==> config.mk <==
export PLATFORM = sky130hd
export DESIGN_NAME = return_and_noop_instr_exec
export DESIGN_NICKNAME = d
export VERILOG_FILES = /design/src/hdl/ret_exec_pkg.sv /design/src/hdl/return_and_noop_instr_exec.sv
export SDC_FILE = /design/constraint.sdc
export NUM_CORES = 1
export LEC_CHECK = 0
export ABC_AREA = 1
export BUFFER_PORTS_ARGS = -buffer_cell sky130_fd_sc_hd__buf_2
export CORE_MARGIN = 2
export CORE_UTILIZATION = 50
export DETAILED_ROUTE_END_ITERATION = 10
export GPL_TIMING_DRIVEN = 0
export PLACE_DENSITY = 0.79
export SYNTH_ARGS = -nofsm -noshare
export SYNTH_HDL_FRONTEND = slang
export SYNTH_SLANG_ARGS = --single-unit
==> constraint.sdc <==
create_clock -name clk_i -period 1.65 [get_ports clk_i]
set_input_delay 0.2475 -clock clk_i [delete_from_list [all_inputs] [get_ports clk_i]]
set_output_delay 0.2475 -clock clk_i [all_outputs]
set_load 0.005 [all_outputs]
==> src/hdl/ret_exec_pkg.sv <==
/*
  Package for the return and no-operation execution block: opcode encodings, widths,
  field positions and reset values.
  Assumes a 14-bit instruction word and a 13-bit program counter in the surrounding core.
*/
package ret_exec_pkg;
  localparam int INSTR_W = 14;
  localparam int PC_W = 13;
  localparam int DATA_W = 8;
  localparam logic [INSTR_W-1:0] NOP_CODE = 14'h0000;
  localparam logic [INSTR_W-1:0] RETURN_CODE = 14'h0008;
  localparam logic [INSTR_W-1:0] RETURN_FROM_IRQ_CODE = 14'h0009;
  localparam logic [5:0] RETURN_WITH_LITERAL_PREFIX = 6'h0D;
  localparam int PREFIX_LSB = 8;
  localparam int GLOBAL_IRQ_ENABLE_BIT = 7;
  localparam logic [DATA_W-1:0] IRQ_CONTROL_RESET = 8'h00;
  localparam logic [PC_W-1:0] PC_RESET = 13'h0000;
  localparam logic [DATA_W-1:0] ACC_RESET = 8'h00;

  typedef enum logic [1:0] {
    EXEC_FETCH,
    EXEC_SECOND
  } exec_state_e;

  typedef struct packed {
    logic valid;
    logic [INSTR_W-1:0] word;
  } instr_s;

  typedef struct packed {
    logic [PC_W-1:0] pc;
    logic pop;
    logic acc_we;
    logic [DATA_W-1:0] acc_data;
    logic [DATA_W-1:0] irq_control_reg;
    logic ready;
    logic flush;
  } exec_out_s;
endpackage

==> src/hdl/return_and_noop_instr_exec.sv <==
/*
  Execution of the no-operation, return, return-from-interrupt and return-with-literal
  instructions. Takes one decoded instruction word per cycle while ready is high.
  Assumes the core stalls fetch while ready is low and supplies the stack top value.
*/
// What this block does
// - Return from interrupt pops stack into program counter, two cycles.
// - Return from interrupt sets global_irq_enable, bit 7 of irq_control_reg.
// - Return with literal writes its 8-bit immediate into the accumulator.
// - Return with literal pops stack to program counter, two cycles, flags untouched.
// - Plain return pops stack to program counter, two cycles, nothing else changes.
`timescale 1ns/10ps
module return_and_noop_instr_exec
  import ret_exec_pkg::*;
(
  input wire logic clk_i,
  input wire logic arst_n_i,
  input wire instr_s instr_i,
  input wire logic [PC_W-1:0] stack_top_entry_i,
  output exec_out_s exec_o
);
  typedef struct packed {
    logic [1:0] rst_sync;
    exec_state_e state;
    exec_out_s out;
  } state_s;

  state_s cur;
  state_s next_cur;
  logic rst_n;
  logic [INSTR_W-1:0] w;
  logic is_lit;

  assign rst_n = cur.rst_sync[1];
  assign w = instr_i.word;
  assign is_lit = (w[INSTR_W-1:PREFIX_LSB] == RETURN_WITH_LITERAL_PREFIX);

  always_comb begin
    next_cur = cur;
    next_cur.rst_sync = {cur.rst_sync[0], 1'b1};
    next_cur.out.pop = 1'b0;
    next_cur.out.acc_we = 1'b0;
    next_cur.out.flush = 1'b0;
    if (!rst_n) begin
      next_cur.state = EXEC_FETCH;
      next_cur.out = '0;
      next_cur.out.pc = PC_RESET;
      next_cur.out.acc_data = ACC_RESET;
      next_cur.out.irq_control_reg = IRQ_CONTROL_RESET;
    end else begin
      case (cur.state)
        EXEC_FETCH: begin
          next_cur.out.ready = 1'b1;
          if (instr_i.valid) begin
            if (w == RETURN_FROM_IRQ_CODE) begin
              next_cur.out.pc = stack_top_entry_i;
              next_cur.out.pop = 1'b1;
              next_cur.out.irq_control_reg[GLOBAL_IRQ_ENABLE_BIT] = 1'b1;
              next_cur.out.ready = 1'b0;
              next_cur.out.flush = 1'b1;
              next_cur.state = EXEC_SECOND;
            end else if (is_lit) begin
              next_cur.out.acc_data = w[DATA_W-1:0];
              next_cur.out.acc_we = 1'b1;
              next_cur.out.pc = stack_top_entry_i;
              next_cur.out.pop = 1'b1;
              next_cur.out.ready = 1'b0;
              next_cur.out.flush = 1'b1;
              next_cur.state = EXEC_SECOND;
            end else if (w == RETURN_CODE) begin
              next_cur.out.pc = stack_top_entry_i;
              next_cur.out.pop = 1'b1;
              next_cur.out.ready = 1'b0;
              next_cur.out.flush = 1'b1;
              next_cur.state = EXEC_SECOND;
            end else begin
              // Other words, no-operation among them, just advance the counter.
              next_cur.out.pc = PC_W'(cur.out.pc + 1'b1);
            end
          end
        end
        EXEC_SECOND: begin
          // The second cycle only lets the refetch at the returned address settle.
          next_cur.out.ready = 1'b1;
          next_cur.state = EXEC_FETCH;
        end
        default: begin
          next_cur.state = EXEC_FETCH;
        end
      endcase
    end
  end

  always_ff @(posedge clk_i or negedge arst_n_i) begin
    if (!arst_n_i) begin
      cur <= '0;
    end else begin
      cur <= next_cur;
    end
  end

  assign exec_o = cur.out;
endmodule

Word level (Yosys, flattened, before mapping)

Index checks and enable logic that the tools add are counted.

Flip-flop bits (word level): 30
Latch bits: 0
Bits in writable memories: 0
ROM bits: 0
Input bits: 30
Word-level logic and storage cells: 46
Memories kept: 0

$add $sub $neg: 1
Multipliers: 0
Div/mod/pow operators: 0
Magnitude comparators: 0
Equal/unequal tests: 12
Shifts and indexed selects: 0
Multiplexer cells: 19
Bitwise operators: 0
Reductions and logical operators: 5

Operators by type and width:

| kind                  | number |
|---|---|
| $mux 26               | 2 |
| $mux 16               | 2 |
| $eq 14x4->1 const B   | 2 |
| $mux 24               | 1 |
| $mux 9                | 2 |
| $mux 2                | 7 |
| $add 13x1->13 const B | 1 |
| $mux 13               | 1 |
| $eq 6x4->1 const B    | 1 |
| $ne 2x1->1 const B    | 3 |
| $ne 5x5->1 const B    | 1 |
| $ne 2x2->1 const B    | 2 |
| $reduce_and 2->1      | 2 |
| $reduce_and 4->1      | 1 |
| $mux 1                | 3 |
| $ne 3x1->1 const B    | 1 |
| $ne 3x3->1 const B    | 1 |
| $reduce_and 3->1      | 1 |
| $eq 2x1->1 const B    | 1 |
| $logic_not 2->1       | 1 |
| $pmux 1 s2            | 1 |

Depth between registers and ports, before layout

Gate-level depths: netlist of run 1.

Depth after elaboration: 7
Mapped depth: 10
Mapped depth without buffers: 10

Worst setup path before layout of run 1

OpenSTA, ideal clock, no wires.

Kind: register to register
From: register cur (netlist bit exec_o[20])
To: register cur (netlist bit exec_o[26])
Library setup time: 121 ps
Arrival: 1167 ps
Path slack: 362 ps
Stages on the path, launching flop included: 9
Path buffers: 0
Clock period less this slack: 1288 ps
Path through: dfrtp_1 > ha_1 > nand3_1 > inv_1 > nand3_1 > xor2_1 > inv_1 > nand2_1 > nand3_2

Word-level cells in the longest chain between the ends: 7

Ends and longest elaborated chain:

| element                  | line                             | source |
|---|---|---|
| start: declaration       | return_and_noop_instr_exec.sv:28 | `state_s cur;` |
| start signal: assignment | return_and_noop_instr_exec.sv:98 | `cur <= next_cur;` |
| $add 13x1->13            | return_and_noop_instr_exec.sv:78 | `next_cur.out.pc = PC_W'(cur.out.pc + 1'b1);` |
| $mux 13                  | return_and_noop_instr_exec.sv:70 | `end else if (w == RETURN_CODE) begin` |
| $mux 16                  | return_and_noop_instr_exec.sv:62 | `end else if (is_lit) begin` |
| $mux 16                  | return_and_noop_instr_exec.sv:55 | `if (w == RETURN_FROM_IRQ_CODE) begin` |
| $mux 26                  | return_and_noop_instr_exec.sv:54 | `if (instr_i.valid) begin` |
| $mux 24                  | return_and_noop_instr_exec.sv:51 | `case (cur.state)` |
| $mux 26                  | return_and_noop_instr_exec.sv:44 | `if (!rst_n) begin` |

Every way passes these cells. The select of a mux whose other input is x is not followed.
A chain may end at the register's enable or synchronous reset.

Worst setup path in the final report of run 1

From: register cur (netlist bit exec_o[20])
To: register cur (netlist bit exec_o[30])

The elaborated chain is that of the path after synthesis.

==> results of run 1 <==
-- logic make-up (layout without fill, tap and decap cells) --
family / after synthesis / in the layout / share of synthesized area [%]
other cells: 2 / 8 / 0.393
buf+inv: 75 / 135 / 22.3
simple gates: 124 / 124 / 33.4
fa+ha+maj: 1 / 1 / 0.654
xor+xnor: 6 / 6 / 2.75
flops: 28 / 28 / 36.6
compound gates: 13 / 13 / 3.86
-- through the flow --
stage / power [mW] / utilization (%) / hold WS, ns
2_1_floorplan: 0.804 / - / -0.0481
3_3_place_gp: 0.878 / 62.0 / 0.297
3_5_place_dp: 0.880 / 62.0 / 0.297
4_1_cts: 1.42 / 64.3 / 0.187
5_1_grt: 1.47 / 64.3 / 0.189
6_report: 1.41 / 64.3 / 0.189
-- worst min path at each step --
stage / endpoint / slack (ns) / depth (start not counted)
finish: exec_o[15] / 0.19 / 3
global route: exec_o[17] / 0.19 / 3
CTS: exec_o[17] / 0.19 / 3
detailed placement: exec_o[12] / 0.30 / 1
global placement: exec_o[12] / 0.30 / 1
floorplan: cur[33] / -0.05 / 0
-- routing by layer --
layer  global-route usage, %  vias up  wire length (um)
met2                    29.8       44              1770
met1                    22.1      742              1560
li1                        -      848                 -
met4                    8.33        0                76
met3                    1.70        7               178
met5                       0        -                 0
-- critical path: cells and delay by family (launching register included) --
| kind | cells | cell delay [ns] |
|---|---|---|
| buffers and inverters | 1 | 0.12 |
| and+or+nand+nor | 5 | 0.55 |
| adders and majority gates | 1 | 0.21 |
| DFF | 1 | 0.41 |
-- flip-flops by register name, summed over array words and instances (netlist names) --
| register | flops |
|---|---|
| exec_o | 25 |
| cur | 3 |
-- synthesized netlist by cell type --
library cell / count / area (um^2)
o21ai_2: 1 / 8.76
inv_2: 5 / 18.8
buf_2: 1 / 5.00
buf_12: 1 / 20.0
nor2_8: 1 / 20.0
nor2_1: 15 / 56.3
nand2_1: 68 / 255
o21ai_0: 8 / 40.0
nand4_1: 1 / 6.26
nand3_4: 1 / 17.5
a21oi_1: 1 / 5.00
o22ai_1: 2 / 12.5
nor2_4: 1 / 11.3
buf_4: 34 / 255
conb_1: 2 / 7.51
nand3_2: 16 / 160
inv_1: 34 / 128
dfrtp_1: 28 / 701
or2_0: 1 / 6.26
xor2_1: 6 / 52.6
ha_1: 1 / 12.5
o21bai_1: 1 / 7.51
nand3_1: 15 / 75.1
nor2_2: 5 / 31.3
-- timing repair --
action	4_1_cts	5_1_grt
hold buffers	1	0
hold endpoints to repair	28	0
gates resized for setup	0	1
setup endpoints to repair	0	1
-- layout make-up --
type / instances / area (um^2) / share of cell area, %
multi-input combinational: 152 / 808 / 34.4
buffer: 36 / 280 / 11.9
tap: 48 / 60.1 / 2.55
clock buffer: 3 / 41.3 / 1.76
sequential: 28 / 701 / 29.8
timing repair buffer: 56 / 285 / 12.1
inverter: 39 / 146 / 6.22
clock inverter: 1 / 30.0 / 1.28
-- power by group --
| group | total [mW] | switching (mW) | internal, mW |
|---|---|---|---|
| Sequential | 0.706 | 0.00965 | 0.696 |
| Combinational | 0.160 | 0.0863 | 0.0735 |
| Clock | 0.545 | 0.220 | 0.325 |
| Total | 1.41 | 0.316 | 1.09 |
==> results.cfg, run 1 <==
[sta]
fin_crit_sh_pct = 85.3
setup_viol = 0
setup_ws_ns = 0.243
clock_skew_ns = 0.00459
timing.fmax_mhz = 711
worst_pin_slew_ns = 0.604
finalHoldViolCount = 0
rsz0062_at_grt = no
slew_headroom_pct = 59.8
slew_viol_final = 0
min_period_ns = 1.41
setup_tns_ns = 0

[floorplanning]
die_height_um = 65.9
fp-row-count = 22
initial_core_util_pct = 52.3
die_w_um = 65.9
coreArea_um2 = 3660
dieArea_um2 = 4340
ios = 63

[final_layout]
fin_nets = 347
fillers = 325
final_common_cell = nand2_1
final_area_um2 = 2350
fin_cells = 363
layout_common_cells = nand2_1, buf_2, buf_4, inv_1, dfrtp_1
antenna_cells = 0
area_growth_pct = 23.0
drive_above_1_share_pct = 40.0

[hold_path]
min_from = instr_i[5]
hold_path.class = input pin to flip-flop

[placed_design]
dp_hpwl_mm = 2.71
gp_congestion = 0.843
placed_cells_incl_taps = 358
place_area_um2 = 2270
port_buffers = 55
post-place-ws_ns = 0.228

[power]
peakVddDrop_mv = 0.277
p_leak_nw = 1.42
p_per_area_nw_per_um2 = 600

[synth]
yosysUniqueCellTypes = 24
ys_warn_count = 0
syn_inst = 249
syn_area_um2 = 1910
ys_seq_area_share_pct = 36.6
syn_avg_cell_area_um2 = 7.68
ys_ff_latch = 28

[worst_setup_path]
crit_path_cell_trace = ha_1 -> nand3_1 -> inv_2 -> nand2_1 -> or2_0 -> nand3_1 -> nand2_1
startpoint_type = flip-flop
crit_start = exec_o[20]
r2r-start = exec_o[20]
timing.rr.end = exec_o[30]
required_ns = 1.83
r2r_slack_ns = 0.24
ff2ff_path_depth = 7
slowest_delay_ns = 0.41
critPathKind = flip-flop to flip-flop
crit_path_max_fanout = 5
arrival_ns = 1.59
endpoint = exec_o[30]
slowest_stage = dfrtp_1
crit_path_end_kind = flip-flop

[cts]
htree_levels = 1
cts_setup_buffers = 0
clockBufferDepth = 2
cts.clk_slew.worst_paths_ns = 0.10
cts-buffers-inserted = 3
cts_tree = yes
clockRootBuffer = clkbuf_8
cts_sinks = 28
clock_latency_ns = 0.28

[drt]
vias = 1641
drt_iter0_drc = 73
first_pass_iters = 4
vias_per_cell = 4.52
ant_nets = 0
drt_wl_total_mm = 3.59
wl_per_cell_um = 9.89
drc = 0

[global_routing]
overflow = 0
track_usage_pct = 17.5
grt_max_degree = 29
grt_antenna_before_repair = 0
grt_pass1_vias = 1389
grt_pass1_wl_mm = 5.84

[job]
drv_cap = 0

[status]
status = complete, no violations
Note: power is estimated with default switching activity, not from simulation.
==> run 2, diff against run 1 <==
--- a/config.mk
+++ b/config.mk
@@ -11,7 +11,7 @@
 export CORE_UTILIZATION = 50
 export DETAILED_ROUTE_END_ITERATION = 10
 export GPL_TIMING_DRIVEN = 0
-export PLACE_DENSITY = 0.79
+export PLACE_DENSITY = 0.8
 export SYNTH_ARGS = -nofsm -noshare
 export SYNTH_HDL_FRONTEND = slang
 export SYNTH_SLANG_ARGS = --single-unit
==> results.cfg, run 2 (synthesis gave the netlist of run 1 again) <==
[cts]
clockRootBuffer = clkbuf_8
cts_sinks = 28
cts-buffers-inserted = 3
htree_levels = 1
cts_tree = yes
cts.clk_slew.worst_paths_ns = 0.09
clock_latency_ns = 0.28
ctsResizeCount = 0
clockBufferDepth = 2

[drt]
wl_per_cell_um = 10.5
ant_nets = 0
vias = 1669
drc = 0
drt_wl_total_mm = 3.80
vias_per_cell = 4.60
first_pass_iters = 4
drt_iter0_drc = 78

[final_layout]
layout_common_cells = nand2_1, buf_2, inv_1, buf_4, dfrtp_1
fin_cells = 363
drive_above_1_share_pct = 39.7
final_area_um2 = 2350
largest_reg_flops = 25
area_growth_pct = 23.0
antenna_cells = 0
final_common_cell = nand2_1
fin_nets = 347

[placed_design]
dp_hpwl_mm = 2.85
place_area_um2 = 2270
placed_cells_incl_taps = 358
port_buffers = 55
post-place-ws_ns = 0.223
gp_congestion = 0.839

[sta]
rsz0062_at_grt = no
setup_tns_ns = 0
timing.fmax_mhz = 683
clock_skew_ns = 0.00415
worst_pin_slew_ns = 0.618
slew_viol_final = 0
min_period_ns = 1.46
holdWs_ns = 0.194
fin_crit_sh_pct = 88.8
finalHoldViolCount = 0
setup_ws_ns = 0.185
slew_headroom_pct = 58.8
setup_viol = 0

[worst_setup_path]
crit_path_max_fanout = 5
crit_path_end_kind = flip-flop
startpoint_type = flip-flop
arrival_ns = 1.64
required_ns = 1.83
critPathKind = flip-flop to flip-flop

[power]
peakVddDrop_mv = 0.317
p_per_area_nw_per_um2 = 598
p_leak_nw = 1.42

[floorplanning]
fp-row-count = 22
coreArea_um2 = 3660
die_height_um = 65.9
ios = 63
die_w_um = 65.9
dieArea_um2 = 4340
initial_core_util_pct = 52.3

[global_routing]
grt_max_degree = 29
grt_pass1_vias = 1537
grt_pass1_wl_mm = 6.40
track_usage_pct = 19.3
grt_antenna_before_repair = 0
overflow = 0

[status]
status = complete, no violations

[job]
drv_cap = 0

[hold_path]
hold_path.class = input pin to flip-flop
[run 2: changes by cell type in the layout (fill, tap and decap cells not counted)]
cell / delta
inv_1: +1
inv_2: -1
[run 2: layout make-up]
class	instances	area, um^2
fill	342	1310
multi-input combinational	152	808
sequential	28	701
timing repair buffer	56	285
buffer	36	280
inverter	39	146
tap	48	60.1
clock buffer	3	41.3
clock inverter	1	30.0
[run 2: timing repair]
action / in CTS / in global routing
buffers inserted: 0 / 0
endpoints found under the hold margin: 28 / 0
hold buffers: 1 / 0
[run 2: worst paths after layout]
path,start,end,slack (ns),cells after the start
max,exec_o[21],exec_o[30],0.19,7
min,instr_i[4],exec_o[14],0.19,3
max reg2reg,exec_o[21],exec_o[30],0.19,7
min reg2reg,cur[35],cur[36],0.36,0
max in group asynchronous,arst_n_i,exec_o[11],0.74,2
min in group asynchronous,arst_n_i,exec_o[12],0.51,2
[run 2: critical path, cell delays in order, from the launching register on]
cell and delay, ns:
dfrtp_1 0.41, ha_1 0.21, nand3_1 0.12, inv_1 0.17
nand2_1 0.11, or2_0 0.22, nand3_1 0.08, nand2_1 0.05
[run 2: metrics by stage]
| step | util, % | power (mW) |
|---|---|---|
| 2_1_floorplan | - | 0.804 |
| 3_3_place_gp | 62.0 | 0.878 |
| 3_5_place_dp | 62.0 | 0.881 |
| 4_1_cts | 64.3 | 1.42 |
| 5_1_grt | 64.3 | 1.46 |
| 6_report | 64.3 | 1.41 |
[run 2: where the power goes]
group          internal, mW  leakage [nW]  switching [mW]
clock network         0.325        0.0357           0.213
registers             0.696         0.383          0.0101
logic                0.0736          1.00          0.0891
total                  1.09          1.42           0.312
[run 2: layer usage]
| metal | share of wire (%) | vias to the layer above | GRT usage (%) |
|---|---|---|---|
| li1 | - | 850 | - |
| met1 | 43 | 763 | 23.7 |
| met2 | 50 | 47 | 33.5 |
| met3 | 3.8 | 9 | 2.21 |
| met4 | 2.3 | 0 | 9.38 |
| met5 | 0 | - | 0 |
==> run 3, diff against run 2 <==
--- a/config.mk
+++ b/config.mk
@@ -5,10 +5,9 @@
 export SDC_FILE = /design/constraint.sdc
 export NUM_CORES = 1
 export LEC_CHECK = 0
-export ABC_AREA = 1
 export BUFFER_PORTS_ARGS = -buffer_cell sky130_fd_sc_hd__buf_2
 export CORE_MARGIN = 2
-export CORE_UTILIZATION = 50
+export CORE_UTILIZATION = 49
 export DETAILED_ROUTE_END_ITERATION = 10
 export GPL_TIMING_DRIVEN = 0
 export PLACE_DENSITY = 0.8
==> results.cfg, run 3 <==
[cts]
htree_levels = 1
clockBufferDepth = 2
cts-buffers-inserted = 3
clockRootBuffer = clkbuf_4
cts.clk_slew.worst_paths_ns = 0.17
cts_tree = yes
clock_latency_ns = 0.35
cts_sinks = 28

[power]
p_per_area_nw_per_um2 = 615
peakVddDrop_mv = 0.258
finalPower_mw = 1.36
p_clk_share_pct = 34.6
p_leak_nw = 1.16
seqPwrFrac_pct = 52.1
combPwrFrac_pct = 13.2
internal_power_mw = 1.03
power.switching_uw = 329
swShare_pct = 24.2

[drt]
ant_nets = 0
vias_per_cell = 5.35
drt_wl_total_mm = 4.22
wl_per_cell_um = 13.9
drc = 0
vias = 1625
drt_iter0_drc = 96
first_pass_iters = 4

[final_layout]
final_common_cell = buf_2
area_growth_pct = 29.8
fin_cells = 304
multi_input_area_um2 = 761
antenna_cells = 0
layout_common_cells = buf_2, buf_4, dfrtp_1, nand2_1, nand3_1
largest_reg_flops = 25
regArea_um2 = 701
fin_nets = 290
fillers = 292
drive_above_1_share_pct = 45.3

[synth]
synthMostInstantiatedCell = buf_4
ys_seq_area_share_pct = 41.1
yosysUniqueCellTypes = 37
ys_ff_latch = 28
syn_area_um2 = 1700
synthTopCellsByArea = dfrtp_1, buf_4, nand2_1
synth_edf_count = 0
ys_async_sr_fraction_pct = 100
syn_inst = 186
synth_top_area_share_pct = 41.1
ys_warn_count = 0
yosysTopAreaCell = dfrtp_1
synth_common_cells = buf_4, dfrtp_1, nand2_1
syn_avg_cell_area_um2 = 9.16
ys.flop_type = dfrtp_1

[floorplanning]
initial_core_util_pct = 51.0
fp-row-count = 21
ios = 63
coreArea_um2 = 3340
die_height_um = 63.0
die_w_um = 63.0
dieArea_um2 = 3960

[sta]
setup_ws_ns = -0.0105
clock_skew_ns = 0.0129
holdWs_ns = 0.129
slew_viol_final = 0
setup_viol = 1
finalHoldViolCount = 0
worst_pin_slew_ns = 0.617
fin_crit_sh_pct = 101
min_period_ns = 1.66
slew_headroom_pct = 58.8
timing.fmax_mhz = 602
rsz0062_at_grt = yes

[hold_path]
min_from = stack_top_entry_i[1]
hold_path.class = input pin to flip-flop
holdPathStages = 3
whs_endpoint = exec_o[21]

[status]
violations = negative setup slack
status = complete, but fails checks

[worst_setup_path]
startpoint_type = flip-flop
r2r-start = exec_o[20]
critPathKind = flip-flop to flip-flop
path_buf_inv = 2
timing.rr.end = exec_o[25]
slowest_stage = dfrtp_1
arrival_ns = 1.93
path_common_cell = buf_4
crit_path_end_kind = flip-flop
crit_path_max_fanout = 5
path_delay_family = simple AND/OR/NAND/NOR gates
r2r_slack_ns = -0.01
slowest_delay_ns = 0.44
crit_path_cell_trace = buf_4 -> buf_4 -> and3_4 -> nand3_1 -> or4_1 -> a31oi_1
ff2ff_path_depth = 6
required_ns = 1.92

[placed_design]
gp_congestion = 0.832
port_buffers = 55
placed_cells_incl_taps = 293
dp_hpwl_mm = 2.86

[global_routing]
track_usage_pct = 20.4
grt_pass1_vias = 1418
grt_antenna_before_repair = 0
overflow = 0
grt_max_degree = 29
grt_pass1_wl_mm = 6.53

[job]
drv_cap = 0
-- run 3: changes by cell type in the layout (fill, tap and decap cells not counted), sizes merged, moves of 4 or more --
| cell | previous run | this run |
|---|---|---|
| nand2 | 68 | 20 |
| inv | 39 | 0 |
| nand3 | 32 | 13 |
| nor2 | 22 | 8 |
| a31oi | 0 | 9 |
| buf | 91 | 100 |
| a22o | 0 | 8 |
| nor4 | 0 | 6 |
| xor2 | 6 | 0 |
| a21oi | 1 | 6 |
| and3 | 0 | 5 |
| nor3 | 0 | 4 |
-- run 3: metrics by stage --
step / instance area [um^2] / TNS [ns] / setup slack (ns) / utilization, %
2_1_floorplan: 1730 / 0 / 0.0611 / -
3_3_place_gp: 2060 / -0.337 / -0.0895 / 61.7
3_5_place_dp: 2060 / -0.517 / -0.0993 / 61.7
4_1_cts: 2150 / -0.0271 / -0.0271 / 64.3
5_1_grt: 2210 / -0.178 / -0.0476 / 66.2
6_report: 2210 / -0.0105 / -0.0105 / 66.2
-- run 3: cell type report --
cell class,instances,area share [%]
clock buffers,3,1.02
clock inverters,1,1.36
plain buffers,42,13.8
multi-input cells,121,34.4
inverters,1,0.170
flip-flops and latches,28,31.7
well taps,46,2.60
repair buffers,62,14.9
-- run 3: worst max path at each step --
| stage | from | endpoint | slack (ns) | cells past startpoint |
|---|---|---|---|---|
| floorplan | exec_o[20] | exec_o[32] | 0.06 | 6 |
| global placement | exec_o[20] | exec_o[32] | -0.09 | 6 |
| detailed placement | instr_i[1] | exec_o[30] | -0.1 | 7 |
| CTS | exec_o[20] | exec_o[32] | -0.03 | 6 |
| global route | cur[33] | exec_o[23] | -0.05 | 6 |
| finish | exec_o[20] | exec_o[25] | -0.01 | 6 |
-- run 3: kinds of logic (layout without fill, tap and decap cells) --
group | after synthesis | count (layout) | share of synthesized area [%]
muxes | 2 | 2 | 1.18
buffers and inverters | 43 | 109 | 17.9
DFF | 28 | 28 | 41.1
AOI/OAI and AO/OA | 38 | 38 | 14.8
other | 2 | 8 | 0.441
adders and majority gates | 1 | 1 | 0.735
and+or+nand+nor | 72 | 72 | 23.7
-- run 3: tightest hold or removal path, stage by stage --
cell,delay [ns]
buf_2,0.10
nand2_1,0.04
a31oi_1,0.08
-- run 3: power by group through the flow --
stage               Sequential (mW)  Combinational, mW  Clock [mW]
floorplan                     0.718             0.0788           0
detailed placement            0.721              0.156           0
global route                  0.710              0.198       0.488
global placement              0.720              0.154           0
CTS                           0.705              0.168       0.464
finish                        0.709              0.180       0.471
-- run 3: repair_timing --
action / CTS / global route
setup endpoints to repair: 10 / 14
endpoints found under the hold margin: 28 / 0
hold buffers: 1 / 0
buffers inserted: 2 / 4
pin swaps: 0 / 2
gates resized for setup: 3 / 10
-- run 3: layer usage --
metal | wire length (um) | track usage [%]
met5 | 0 | 0
met4 | 50 | 8.06
met3 | 257 | 1.44
met2 | 2100 | 33.5
met1 | 1810 | 28.1
